===== src/hw/smc_pkg.sv =====
// Constants and types shared by the sleep controller design files
package smc_pkg;

  // Control register layout
  localparam int CTRL_SE_BIT = 7;
  localparam int CTRL_SK_HI  = 6;
  localparam int CTRL_SK_LO  = 4;

  // Sleep-kind codes
  localparam logic [2:0] SK_IDLE    = 3'h0;
  localparam logic [2:0] SK_NOISE   = 3'h1;
  localparam logic [2:0] SK_PWRDOWN = 3'h2;
  localparam logic [2:0] SK_PWRSAVE = 3'h3;
  localparam logic [2:0] SK_STANDBY = 3'h6;

  // Timing: extra core hold after start-up, standby resume time
  localparam logic [7:0] HOLD_CYCLES    = 8'h04;
  localparam logic [7:0] STANDBY_CYCLES = 8'h06;
  localparam logic [7:0] CNT_ONE        = 8'h01;
  localparam logic [7:0] CNT_ZERO       = 8'h00;

  // Clock-source fuse values naming an external crystal or resonator
  localparam logic [3:0] FUSE_XTAL_MIN = 4'h9;

  // External RC fuse range and the restart delays in the table
  localparam logic [3:0] FUSE_RC_MIN = 4'h5;
  localparam logic [3:0] FUSE_RC_MAX = 4'h8;
  localparam logic [7:0] DLY_RC      = 8'h12;
  localparam logic [7:0] DLY_FAST    = 8'h06;

  // Restart delay table depth and entry width
  localparam int DLY_ENTRIES = 16;
  localparam int DLY_W       = 8;

  typedef enum logic [2:0] {
    SMC_RUN, SMC_SLEEP, SMC_RESTART, SMC_HOLD
  } smc_state_t;

endpackage : smc_pkg


===== src/hw/smc_delay_rom.sv =====
// Restart delay table indexed by the clock-source fuses, registered read
`timescale 1ns/100ps
module smc_delay_rom (
  // Clock
  input  wire logic       ref_clk_in,
  // Lookup
  input  wire logic [3:0] fuse_in,
  output logic      [7:0] delay_out
);
  logic [7:0] table_q [smc_pkg::DLY_ENTRIES];

  // Default 6 cycles for fast options, 18 for external RC range
  genvar g;
  generate
    for (g = 0; g < smc_pkg::DLY_ENTRIES; g++) begin : g_tab
      assign table_q[g] = (g >= smc_pkg::FUSE_RC_MIN && g <= smc_pkg::FUSE_RC_MAX) ?
                          smc_pkg::DLY_RC : smc_pkg::DLY_FAST;
    end
  endgenerate

  always_ff @(posedge ref_clk_in) begin
    delay_out <= table_q[fuse_in];
  end
endmodule // smc_delay_rom


===== src/hw/smc_ctrl.sv =====
// Sleep mode controller: clock gating and wake-up sequencing
// Function
// - Sleep entered only with sleep-enable set and sleep instruction executed
// - Interrupt wake holds core four cycles past start-up, then resumes
// - Register file and static memory kept intact across sleep
// - Reset during sleep leaves sleep and restarts from reset vector
// - Code 000 Idle: only core and program-memory clocks stop
// - Idle wakes on external and internal interrupts
// - Converter enabled: Idle or noise mode entry starts one conversion
// - Code 001 noise mode: io, core, program-memory clocks stop
// - Noise mode wakes only on its listed sources
// - Code 010 power-down: oscillator and all generated clocks stop
// - Power-down wakes only on resets, address match, level interrupts
// - Power-down wake waits a fuse-selected clock restart delay
// - Code 011 power-save: like power-down, timer two may run and wake
// - Code 110 standby only with crystal; oscillator keeps running
// - Standby wake resumes after six clock cycles
// - Sleep-enable is control register bit 7
// - Sleep-kind code at bits 6:4; 100 and 101 reserved
`timescale 1ns/100ps
module smc_ctrl (
  // Clock and reset
  input  wire logic       ref_clk_in,
  input  wire logic       rst_n_in,
  // Core side
  input  wire logic [7:0] mcu_power_ctrl_reg_in,
  input  wire logic       sleep_instr_in,
  input  wire logic       adc_enable_in,
  input  wire logic       timer2_external_clock_bit_in,
  input  wire logic       global_irq_en_in,
  input  wire logic [3:0] clock_source_fuses_in,
  // Wake-up sources (asynchronous pins, synchronised here)
  input  wire logic       any_irq_in,
  input  wire logic       adc_done_irq_in,
  input  wire logic       twi_match_irq_in,
  input  wire logic       timer2_irq_in,
  input  wire logic       nvm_ready_irq_in,
  input  wire logic       ext_irq_line0_in,
  input  wire logic       ext_irq_line1_in,
  input  wire logic       ext_level_mode_in,
  input  wire logic       sys_reset_req_in,
  // Clock gates and status
  output logic            core_clock_en_out,
  output logic            program_mem_clock_en_out,
  output logic            io_clock_en_out,
  output logic            converter_clock_en_out,
  output logic            watch_crystal_clock_en_out,
  output logic            main_osc_en_out,
  output logic            adc_start_out,
  output logic            run_irq_out,
  output logic            reset_vector_out,
  output logic            sleeping_out
);
  localparam int NSRC = 9;

  smc_pkg::smc_state_t state;
  logic [2:0]      mode;
  logic [7:0]      cnt;
  logic [7:0]      fuse_delay;
  logic [NSRC-1:0] src_raw;
  logic [NSRC-1:0] sync1;
  logic [NSRC-1:0] sync2;
  logic            ext_level;
  logic            xtal_sel;
  logic [2:0]      code;
  logic            go_sleep;
  logic            wake;

  assign src_raw = {sys_reset_req_in, ext_irq_line1_in, ext_irq_line0_in, nvm_ready_irq_in,
                    timer2_irq_in, twi_match_irq_in, adc_done_irq_in, any_irq_in,
                    ext_level_mode_in};

  // Two-flop synchronisers on every asynchronous wake-up pin
  genvar g;
  generate
    for (g = 0; g < NSRC; g++) begin : g_sync
      always_ff @(posedge ref_clk_in) begin
        if (!rst_n_in) begin
          sync1[g] <= 1'b0;
          sync2[g] <= 1'b0;
        end else begin
          sync1[g] <= src_raw[g];
          sync2[g] <= sync1[g];
        end
      end
    end
  endgenerate

  // Level wake needs the line low for the synchroniser depth
  assign ext_level = sync2[0] & (~sync2[6] | ~sync2[7]);

  smc_delay_rom u_rom (
    .ref_clk_in (ref_clk_in),
    .fuse_in    (clock_source_fuses_in),
    .delay_out  (fuse_delay)
  );

  function automatic logic code_ok(input logic [2:0] c, input logic xtal);
    code_ok = (c == smc_pkg::SK_IDLE) || (c == smc_pkg::SK_NOISE) ||
              (c == smc_pkg::SK_PWRDOWN) || (c == smc_pkg::SK_PWRSAVE) ||
              ((c == smc_pkg::SK_STANDBY) && xtal);
  endfunction

  assign xtal_sel = clock_source_fuses_in >= smc_pkg::FUSE_XTAL_MIN;
  assign code     = mcu_power_ctrl_reg_in[smc_pkg::CTRL_SK_HI:smc_pkg::CTRL_SK_LO];
  assign go_sleep = sleep_instr_in && mcu_power_ctrl_reg_in[smc_pkg::CTRL_SE_BIT] &&
                    code_ok(code, xtal_sel);

  // Wake-up source filter per mode
  always_comb begin
    case (mode)
      smc_pkg::SK_IDLE:    wake = sync2[1];
      smc_pkg::SK_NOISE:   wake = sync2[2] | sync2[3] | sync2[4] | sync2[5] | ext_level;
      smc_pkg::SK_PWRSAVE: wake = sync2[3] | ext_level |
                                  (sync2[4] & timer2_external_clock_bit_in &
                                   global_irq_en_in);
      default:             wake = sync2[3] | ext_level;
    endcase
  end

  // Sequencer; resets from any source win over wake-ups
  always_ff @(posedge ref_clk_in) begin
    if (!rst_n_in) begin
      state <= smc_pkg::SMC_RUN;
      mode  <= smc_pkg::SK_IDLE;
      cnt   <= smc_pkg::CNT_ZERO;
    end else if (sync2[8] && state != smc_pkg::SMC_RUN) begin
      state <= smc_pkg::SMC_RUN;
      cnt   <= smc_pkg::CNT_ZERO;
    end else begin
      case (state)
        smc_pkg::SMC_RUN: begin
          if (go_sleep) begin
            state <= smc_pkg::SMC_SLEEP;
            mode  <= code;
          end
        end
        smc_pkg::SMC_SLEEP: begin
          if (wake) begin
            state <= smc_pkg::SMC_RESTART;
            if (mode == smc_pkg::SK_STANDBY)
              cnt <= smc_pkg::STANDBY_CYCLES;
            else if (mode == smc_pkg::SK_PWRDOWN || mode == smc_pkg::SK_PWRSAVE)
              cnt <= fuse_delay;
            else
              cnt <= smc_pkg::CNT_ONE;
          end
        end
        smc_pkg::SMC_RESTART: begin
          if (cnt <= smc_pkg::CNT_ONE) begin
            state <= smc_pkg::SMC_HOLD;
            cnt   <= smc_pkg::HOLD_CYCLES;
          end else begin
            cnt <= cnt - smc_pkg::CNT_ONE;
          end
        end
        smc_pkg::SMC_HOLD: begin
          if (cnt <= smc_pkg::CNT_ONE) begin
            state <= smc_pkg::SMC_RUN;
            cnt   <= smc_pkg::CNT_ZERO;
          end else begin
            cnt <= cnt - smc_pkg::CNT_ONE;
          end
        end
        default: state <= smc_pkg::SMC_RUN;
      endcase
    end
  end

  // Clock gating outputs; memories are only gated, never reset, so contents survive
  always_ff @(posedge ref_clk_in) begin
    if (!rst_n_in) begin
      core_clock_en_out          <= 1'b1;
      program_mem_clock_en_out   <= 1'b1;
      io_clock_en_out            <= 1'b1;
      converter_clock_en_out     <= 1'b1;
      watch_crystal_clock_en_out <= 1'b1;
      main_osc_en_out            <= 1'b1;
      sleeping_out               <= 1'b0;
    end else begin
      core_clock_en_out          <= (state == smc_pkg::SMC_RUN);
      program_mem_clock_en_out   <= (state == smc_pkg::SMC_RUN);
      sleeping_out               <= (state != smc_pkg::SMC_RUN);
      if (state == smc_pkg::SMC_SLEEP) begin
        io_clock_en_out            <= (mode == smc_pkg::SK_IDLE);
        converter_clock_en_out     <= (mode == smc_pkg::SK_IDLE) ||
                                      (mode == smc_pkg::SK_NOISE);
        watch_crystal_clock_en_out <= (mode == smc_pkg::SK_IDLE) ||
                                      (mode == smc_pkg::SK_NOISE) ||
                                      ((mode == smc_pkg::SK_PWRSAVE) &&
                                       timer2_external_clock_bit_in);
        main_osc_en_out            <= (mode == smc_pkg::SK_IDLE) ||
                                      (mode == smc_pkg::SK_NOISE) ||
                                      (mode == smc_pkg::SK_STANDBY);
      end else begin
        io_clock_en_out            <= 1'b1;
        converter_clock_en_out     <= 1'b1;
        watch_crystal_clock_en_out <= 1'b1;
        main_osc_en_out            <= 1'b1;
      end
    end
  end

  // Conversion start, interrupt run and reset-vector pulses
  always_ff @(posedge ref_clk_in) begin
    if (!rst_n_in) begin
      adc_start_out    <= 1'b0;
      run_irq_out      <= 1'b0;
      reset_vector_out <= 1'b0;
    end else begin
      adc_start_out    <= (state == smc_pkg::SMC_RUN) && go_sleep && adc_enable_in &&
                          (code == smc_pkg::SK_IDLE || code == smc_pkg::SK_NOISE);
      run_irq_out      <= (state == smc_pkg::SMC_HOLD) && (cnt <= smc_pkg::CNT_ONE) &&
                          !sync2[8];
      reset_vector_out <= sync2[8] && (state != smc_pkg::SMC_RUN);
    end
  end

  // Assertions
  property p_enter;
    @(posedge ref_clk_in) disable iff (!rst_n_in)
      (state == smc_pkg::SMC_RUN && sleep_instr_in &&
       !mcu_power_ctrl_reg_in[smc_pkg::CTRL_SE_BIT]) |=> state == smc_pkg::SMC_RUN;
  endproperty
  a_enter: assert property (p_enter) else $error("sleep without enable");

  property p_hold4;
    @(posedge ref_clk_in) disable iff (!rst_n_in)
      (state == smc_pkg::SMC_RESTART && $past(state) == smc_pkg::SMC_RESTART ##0
       cnt <= smc_pkg::CNT_ONE && !sync2[8]) |=> (state == smc_pkg::SMC_HOLD)[*4];
  endproperty
  a_hold4: assert property (p_hold4) else $error("hold not four cycles");

  property p_rst;
    @(posedge ref_clk_in) disable iff (!rst_n_in)
      (sync2[8] && state != smc_pkg::SMC_RUN) |=> state == smc_pkg::SMC_RUN && reset_vector_out;
  endproperty
  a_rst: assert property (p_rst) else $error("reset did not leave sleep");

  property p_idle_io;
    @(posedge ref_clk_in) disable iff (!rst_n_in)
      (state == smc_pkg::SMC_SLEEP && mode == smc_pkg::SK_IDLE) |=>
        io_clock_en_out && !core_clock_en_out;
  endproperty
  a_idle_io: assert property (p_idle_io) else $error("idle gating wrong");

  property p_noise;
    @(posedge ref_clk_in) disable iff (!rst_n_in)
      (state == smc_pkg::SMC_SLEEP && mode == smc_pkg::SK_NOISE) |=>
        !io_clock_en_out && converter_clock_en_out;
  endproperty
  a_noise: assert property (p_noise) else $error("noise gating wrong");

  property p_pd;
    @(posedge ref_clk_in) disable iff (!rst_n_in)
      (state == smc_pkg::SMC_SLEEP && mode == smc_pkg::SK_PWRDOWN) |=>
        !main_osc_en_out && !converter_clock_en_out;
  endproperty
  a_pd: assert property (p_pd) else $error("power-down gating wrong");

  property p_pd_wake;
    @(posedge ref_clk_in) disable iff (!rst_n_in)
      (state == smc_pkg::SMC_SLEEP && mode == smc_pkg::SK_PWRDOWN && !sync2[3] && !ext_level &&
       !sync2[8]) |=> state == smc_pkg::SMC_SLEEP;
  endproperty
  a_pd_wake: assert property (p_pd_wake) else $error("bad power-down wake");

  property p_stby;
    @(posedge ref_clk_in) disable iff (!rst_n_in)
      (state == smc_pkg::SMC_SLEEP && mode == smc_pkg::SK_STANDBY && wake && !sync2[8]) |=>
        (state == smc_pkg::SMC_RESTART)[*6] ##1 state == smc_pkg::SMC_HOLD;
  endproperty
  a_stby: assert property (p_stby) else $error("standby resume not six");

  property p_rsv;
    @(posedge ref_clk_in) disable iff (!rst_n_in)
      (state == smc_pkg::SMC_RUN && sleep_instr_in && code[2] && !code[1]) |=>
        state == smc_pkg::SMC_RUN;
  endproperty
  a_rsv: assert property (p_rsv) else $error("reserved code slept");

  property p_adc;
    @(posedge ref_clk_in) disable iff (!rst_n_in)
      (state == smc_pkg::SMC_RUN && go_sleep && !adc_enable_in) |=> !adc_start_out;
  endproperty
  a_adc: assert property (p_adc) else $error("conversion started while disabled");

  // In power-save, timer two may only wake when clocked externally and globally enabled
  property p_ps_wake;
    @(posedge ref_clk_in) disable iff (!rst_n_in)
      (state == smc_pkg::SMC_SLEEP && mode == smc_pkg::SK_PWRSAVE && !sync2[3] && !ext_level &&
       !sync2[8] && !(timer2_external_clock_bit_in && global_irq_en_in)) |=>
        state == smc_pkg::SMC_SLEEP;
  endproperty
  a_ps_wake: assert property (p_ps_wake) else $error("bad power-save wake");

  c_idle: cover property (@(posedge ref_clk_in) state == smc_pkg::SMC_SLEEP &&
                          mode == smc_pkg::SK_IDLE);
  c_pd:   cover property (@(posedge ref_clk_in) state == smc_pkg::SMC_SLEEP &&
                          mode == smc_pkg::SK_PWRDOWN ##1 state == smc_pkg::SMC_RESTART);
  c_irq:  cover property (@(posedge ref_clk_in) run_irq_out);
  c_stby: cover property (@(posedge ref_clk_in) state == smc_pkg::SMC_SLEEP &&
                          mode == smc_pkg::SK_STANDBY ##1 state == smc_pkg::SMC_RESTART);
endmodule // smc_ctrl


===== config.mk =====
export PLATFORM = sky130hd
export DESIGN_NAME = smc_ctrl
export DESIGN_NICKNAME = d
export VERILOG_FILES = /design/src/hw/smc_pkg.sv /design/src/hw/smc_delay_rom.sv /design/src/hw/smc_ctrl.sv
export SDC_FILE = /design/constraint.sdc
export NUM_CORES = 1
export LEC_CHECK = 0
export BUFFER_PORTS_ARGS = -buffer_cell sky130_fd_sc_hd__buf_2
export CAP_MARGIN = 5
export CORE_MARGIN = 3
export CORE_UTILIZATION = 50
export CTS_CLUSTER_SIZE = 40
export DETAILED_ROUTE_END_ITERATION = 10
export HOLD_SLACK_MARGIN = 0.12
export MAX_ROUTING_LAYER = met4
export PLACE_DENSITY = 0.82
export SKIP_LAST_GASP = 1
export SYNTH_ARGS = -nofsm -noshare
export SYNTH_HDL_FRONTEND = slang
export SYNTH_SLANG_ARGS = --single-unit

===== constraint.sdc =====
create_clock -name ref_clk_in -period 3.65 [get_ports ref_clk_in]
set_input_delay 0.73 -clock ref_clk_in [delete_from_list [all_inputs] [get_ports ref_clk_in]]
set_output_delay 0.73 -clock ref_clk_in [all_outputs]
set_load 0.03 [all_outputs]

======== After elaboration in Yosys (flattened, before gate mapping) ========
Memories as Yosys holds them, arrays and structs flattened. A register that Yosys moved wholly into a read port is not among the register bits.
Index checks and enable logic that the tools add are counted.
W data, S select, Z words.
cells by class
  $add $sub $neg .......................... 1
  $lt $le $gt $ge ......................... 2
  equality and inequality tests ........... 15
  multiplexer cells ....................... 12
  bitwise logic cells ..................... 15
  reduce and logical (&&, ||, !) cells .... 29
operator list
  kind                   number
  $mux W8                5
  $pmux W8 S3            1
  $eq A3 B2 Y1 const B   6
  $mux W3                4
  $pmux W3 S4            1
  $logic_and A1 B1 Y1    10
  $eq A3 B1 Y1 const B   3
  $logic_not A3 Y1       3
  $le A8 B1 Y1 const B   1
  $logic_or A1 B1 Y1     8
  $sub A8 B1 Y8 const B  1
  $or A1 B1 Y1           7
  $eq A3 B3 Y1 const B   2
  $ne A2 B2 Y1 const B   3
  $reduce_bool A3 Y1     2
  $not A4 Y5             1
  $ge A4 B4 Y1 const B   1
  $not A1 Y1             4
  $reduce_and A2 Y1      2
  $reduce_and A4 Y1      1
  $and A1 B1 Y1          3
  $pmux W1 S3            1
  $reduce_and A3 Y1      1
  $ne A2 B1 Y1 const B   1
  2 further kinds        2
storage, ports and cells
  register bits after elaboration ......... 41
  memory bits (read-only) ................. 128
  input port bits ......................... 27
  output and inout port bits .............. 10
  word-level logic and storage cells ...... 105
  memories kept ........................... 1
memories
  name             depth  width  read ports  clocked after memory_dff  wr ports  RTL line             RTL
  (no name shown)  16     8      1           1                         0         smc_delay_rom.sv:22  delay_out <= table_q[fuse_in];

======== Longest topological paths before layout ========
  depth after elaboration ................. 9
  depth in mapped cells ................... 8
  gate-level depth less buffers ........... 7

======== Hierarchy ========
From an unflattened synthesis, not the netlist that was laid out.
second synthesis, totals
  cells, all modules ...................... 196
  area total of the unflattened synthesis .. 1860.5 sq um
modules (own cells, without submodules)
  module         times used  cells each  area an instance (sq um)  sequential area each (sq um)
  smc_ctrl       1           181         1721.7                    800.8
  smc_delay_rom  1           15          138.9                     40.0

======== Least setup slack after synthesis ========
No wires, ideal clock.
  kind .................................... in2reg
  start point ............................. input rst_n_in
  end point ............................... register cnt[7]
  library setup time ...................... 58 ps
  arrival time ............................ 2016 ps
  data required time ...................... 3592 ps
  setup slack ............................. 1576 ps
  stages .................................. 6
  buffers on the path ..................... 2
  path through ............................ clkbuf_1 > o21ai_1 > or3_1 > buf_6 > o41ai_1 > a21o_1
on the way
  cells in the longest elaborated chain, start to end .. 2
ends and longest elaborated chain
  item                               RTL line         RTL
  start: declaration                 smc_ctrl.sv:24   input wire logic rst_n_in,
  $not A1 Y1 (no source line)        n/a
  $reduce_or A2 Y1 (no source line)  n/a
  end signal: assignment             smc_ctrl.sv:126  cnt <= smc_pkg::CNT_ZERO;
  end signal: assignment             smc_ctrl.sv:129  cnt <= smc_pkg::CNT_ZERO;
  end signal: assignment             smc_ctrl.sv:142  cnt <= smc_pkg::STANDBY_CYCLES;
  end: declaration                   smc_ctrl.sv:58   logic [7:0] cnt;
Every way passes these cells.
A chain may end at the register's enable or synchronous reset.

======== Worst setup path in the final report ========
  start point ............................. register cnt[0]
  end point ............................... register cnt[7]
on the way
  cells in the longest elaborated chain, start to end .. 3
  elaborated cells on any way between the ends .. 5
  those cells by class .................... 1 x add/sub; 1 x order compare; 3 x mux
ends and longest elaborated chain
  item                                                  RTL line                          RTL
  $sub A8 B1 Y8 / $le A8 B1 Y1 (equally long branches)  n/a
  $mux W8, on equally long branches                     smc_ctrl.sv:158, smc_ctrl.sv:150
  $pmux W8 S3 (*)                                       smc_ctrl.sv:131                   case (state)
Mark *: on every way between the ends. The rest lies on a longest branch, timed or not.

==> results list <==
- In this run, the number of DRC markers left after iteration 0 of detailed routing was 115.
- Utilization after layout: 62.1%
* TritonCTS sink count: 42
- Total vias in the final route: 1373
* Remaining Overflow, GRT: 0
- The worst register-to-register path ends at cnt[7].
* Chip Width: 65.0 um
* Endpoint required time on the critical path: 3950 ps
- Pin count of the biggest net entering global routing: 29
- Counting flops and latches in the post-synthesis netlist gives 42.
* Global router's overall resource usage: 17.5%
* Number of hold-repair buffers added at the cts stage: 0
* F_max: 455 MHz
- Mean routed wirelength per cell: 12.4 um
- Number of enable-type register cells in the synthesized netlist: 0
- Antenna Nets Post-Route: 0
- Drt first pass iters: 4
- The most critical setup path has its endpoint at cnt[7].
- After detailed routing, the number of remaining DRC violations is 0.
- The worst register-to-register path has a setup slack of 1450 ps.
- Setup violations remaining at the end of the flow were counted as 0.
* Leak pwr: 0.827 nW
- Synthesized net count: 213
- At the end of routability-driven placement, the weighted congestion stood at 0.874.
* Skew-Pair Late Insertion Delay: 350 ps
* Post-Synthesis Cell Area: 0.00174 sq mm
* Pre-CTS setup slack: 1240 ps
* Ratio of final minimum period to clock period: 60.3%
- Headroom to the max-slew limit: 60.9%
* Final min period: 2200 ps
- For the worst setup path, the data arrival time is 2500 ps.
- A synthesized cell averages 9.68 sq um.
- CTS tree: yes
- Post-CTS setup-driven buffer insertion count: 0
- Between clock sinks in the finished design, the worst skew comes to 9.97 ps.
* Number of global-route vias before repair: 1287
- The startpoint identified for the worst register-to-register timing path is cnt[0].
- Measured in cells, the most critical reg-to-reg path has a length of 7.
- Type of the worst setup path: flop to flop
- After technology mapping, the gate count stands at 180.
- The hold violation total from the final report was 0.
- Number of buffer cells added on primary ports: 32
- Final standard cell area without fillers: 0.00197 sq mm
- Outcome: completed
* Initial antenna violation count: 0
- Aggregate routed wire length: 3180 um
* Number of different library cells in the post-synthesis netlist: 48
* Via/cell ratio: 5.34
- In the final timing run, aggregate negative setup slack is 0 ps.
- Class of the tightest hold or removal check: flop to flop
* Max Buffers Root-to-Sink: 2
* Total number of H-tree levels: 2
- Area Overhead vs Synth: 13.3%
* Tightest Pin Transition: 581 ps
- The most used flip-flop cell after synthesis is dfxtp_1.
- The wire-length estimate of the detail-placed layout is 2350 um.
- Final worst-path setup slack: 1450 ps
- The critical path starts at cnt[0].
- The first global-routing pass estimated 5490 um of wire.
* Final count of pins violating max slew: 0
- The Yosys step of the flow raised 0 warnings.
* VDD IR-drop max: 390 uV
- Chip height: 65.0 um
* Inserted Clock Buffers: 5
- Clock-pin slew was measured on the worst setup and hold paths at 120 ps.
* Sequential fraction of the synthesis area: 48.2%
* Share of layout cells above drive strength 1: 21.6%
* Post-cts resize count: 0
- Max-Cap Viols: 0
- Placed cell areas: 0.00192 sq mm
* Endpoint kind of the worst setup timing path: flop
- In the synthesized netlist the async set-or-reset flop fraction comes to 0%.
* Power Dens Cells: 596 mW/mm^2
- Nature of the critical path startpoint: flop
- Number of cell rows: 20
* Placeable core area: 0.00318 sq mm
* Count of nets after finishing: 245
- Starting density of the core: 54.8%
- Largest fanout on the critical path: 8
- In this run the count of I/O pins placed on the die edge is 37.
- Setup repair after global routing left no endpoint under its margin.
* Number of inserted diodes: 0
- The floorplan step defined a die boundary enclosing 0.00423 sq mm.
- In this run the clock root is driven by a clkbuf_4.
worst max-delay path: stages (launching register included):
cell	delay (ps)
dfxtp_1	510
inv_1	80
ha_1	270
nor2_1	220
nor4b_4	110
or3_1	480
o41ai_1	360
a21o_1	120
sequential cells by signal (all words and copies together) (netlist names):
register and flops:
cnt 8, reset_vector_out 1, converter_clock_en_out 1, sync1 9, mode 3, u_rom.delay_out 2
io_clock_en_out 1, sleeping_out 1, sync2 9, run_irq_out 1, main_osc_en_out 1, state 2
watch_crystal_clock_en_out 1, program_mem_clock_en_out 1, adc_start_out 1
per-stage QoR:
| step | instances | total power, W | hold slack [ps] |
|---|---|---|---|
| 2_1_floorplan | 180 | 0.000871 | 412 |
| 3_3_place_gp | 249 | 0.000953 | 413 |
| 3_5_place_dp | 249 | 0.000966 | 422 |
| 4_1_cts | 257 | 0.00119 | 451 |
| 5_1_grt | 257 | 0.00127 | 464 |
| 6_report | 257 | 0.00118 | 445 |
synthesized netlist by cell type, drive strengths merged, types with 2 or more instances:
master   n  area share (%)
a31oi    3             1.1
nor2    12             2.6
dfxtp   42              48
buf      3             1.4
or3      3             1.1
a21boi   2            0.86
o211ai   2            0.86
o21ai    9             2.6
nor3     6             2.0
and2    19             6.8
nor2b    5             1.8
a21oi    4             1.1
nor4     3             1.9
nand3b   3             1.3
inv     13             2.8
and4     2             1.0
a41o     2             1.1
nand3    2            0.57
mux2i    3             1.7
o22ai    3             1.1
a211o    2             1.0
clkbuf   4            0.86
ha       6             4.3
nand2   10             2.2
layout make-up:
| class | instances | area [sq um] |
|---|---|---|
| fill | 298 | 1200 |
| sequential | 42 | 841 |
| multi-input combinational | 118 | 815 |
| timing repair buffer | 32 | 160 |
| tap | 44 | 55.1 |
| inverter | 13 | 48.8 |
| clock buffer | 6 | 41.3 |
| clock inverter | 2 | 13.8 |
placed cells by master (no fill, tap or decap), types with 2 or more instances in the layout:
master    synthesis  final
o21ai_0           8      8
a31oi_1           3      3
a41o_1            2      2
clkbuf_4          0      5
nand3b_1          3      3
nor3_1            5      5
and2_1           19     19
nor2b_1           5      5
inv_1            12     12
o22ai_1           3      3
a21oi_1           4      4
dfxtp_1          42     42
nor2_1           12     12
and4_1            2      2
mux2i_1           3      3
nand3_1           2      2
buf_2             1     32
o211ai_1          2      2
nor4_1            2      2
or3_1             3      3
ha_1              6      6
nand2_1          10     10
a211o_1           2      2
layer usage:
metal / global-route usage (%) / vias to the layer above / part of all wire [%] / wire [um]
met5: - / - / 0 / 0
met1: 18.6 / 646 / 42 / 1340
met3: 6.24 / 8 / 4.7 / 148
met2: 28.4 / 25 / 51 / 1610
met4: 9.33 / 0 / 2.6 / 82
li1: - / 694 / - / -
where the power goes:
group	switching, W	leakage (nW)	total, W	internal (W)
clock	0.000146	0.0322	0.000222	0.0000757
sequential	0.0000475	0.344	0.000550	0.000502
combinational	0.000241	0.451	0.000406	0.000165
total	0.000434	0.827	0.00118	0.000743
cells by family (layout without fill, tap and decap cells):
group	Yosys count	count (layout)	synth area share, %
compound gates	40	40	16.7
simple gates	68	68	23.5
xor+xnor	1	1	0.503
buf+inv	20	53	5.02
fa+ha+maj	6	6	4.31
flops	42	42	48.2
mux	3	3	1.72
worst min-delay path by stage:
stage / start / endpoint / slack, ps / depth (start not counted)
6_report: sync1[3] / sync2[3] / 450 / 1
5_1_grt: sync1[2] / sync2[2] / 460 / 1
4_1_cts: sync1[3] / sync2[3] / 450 / 1
3_5_place_dp: sync1[3] / sync2[3] / 420 / 1
3_3_place_gp: sync1[6] / sync2[6] / 410 / 1
2_1_floorplan: sync1[0] / sync2[0] / 410 / 1
(Power assumes the default switching activity.)
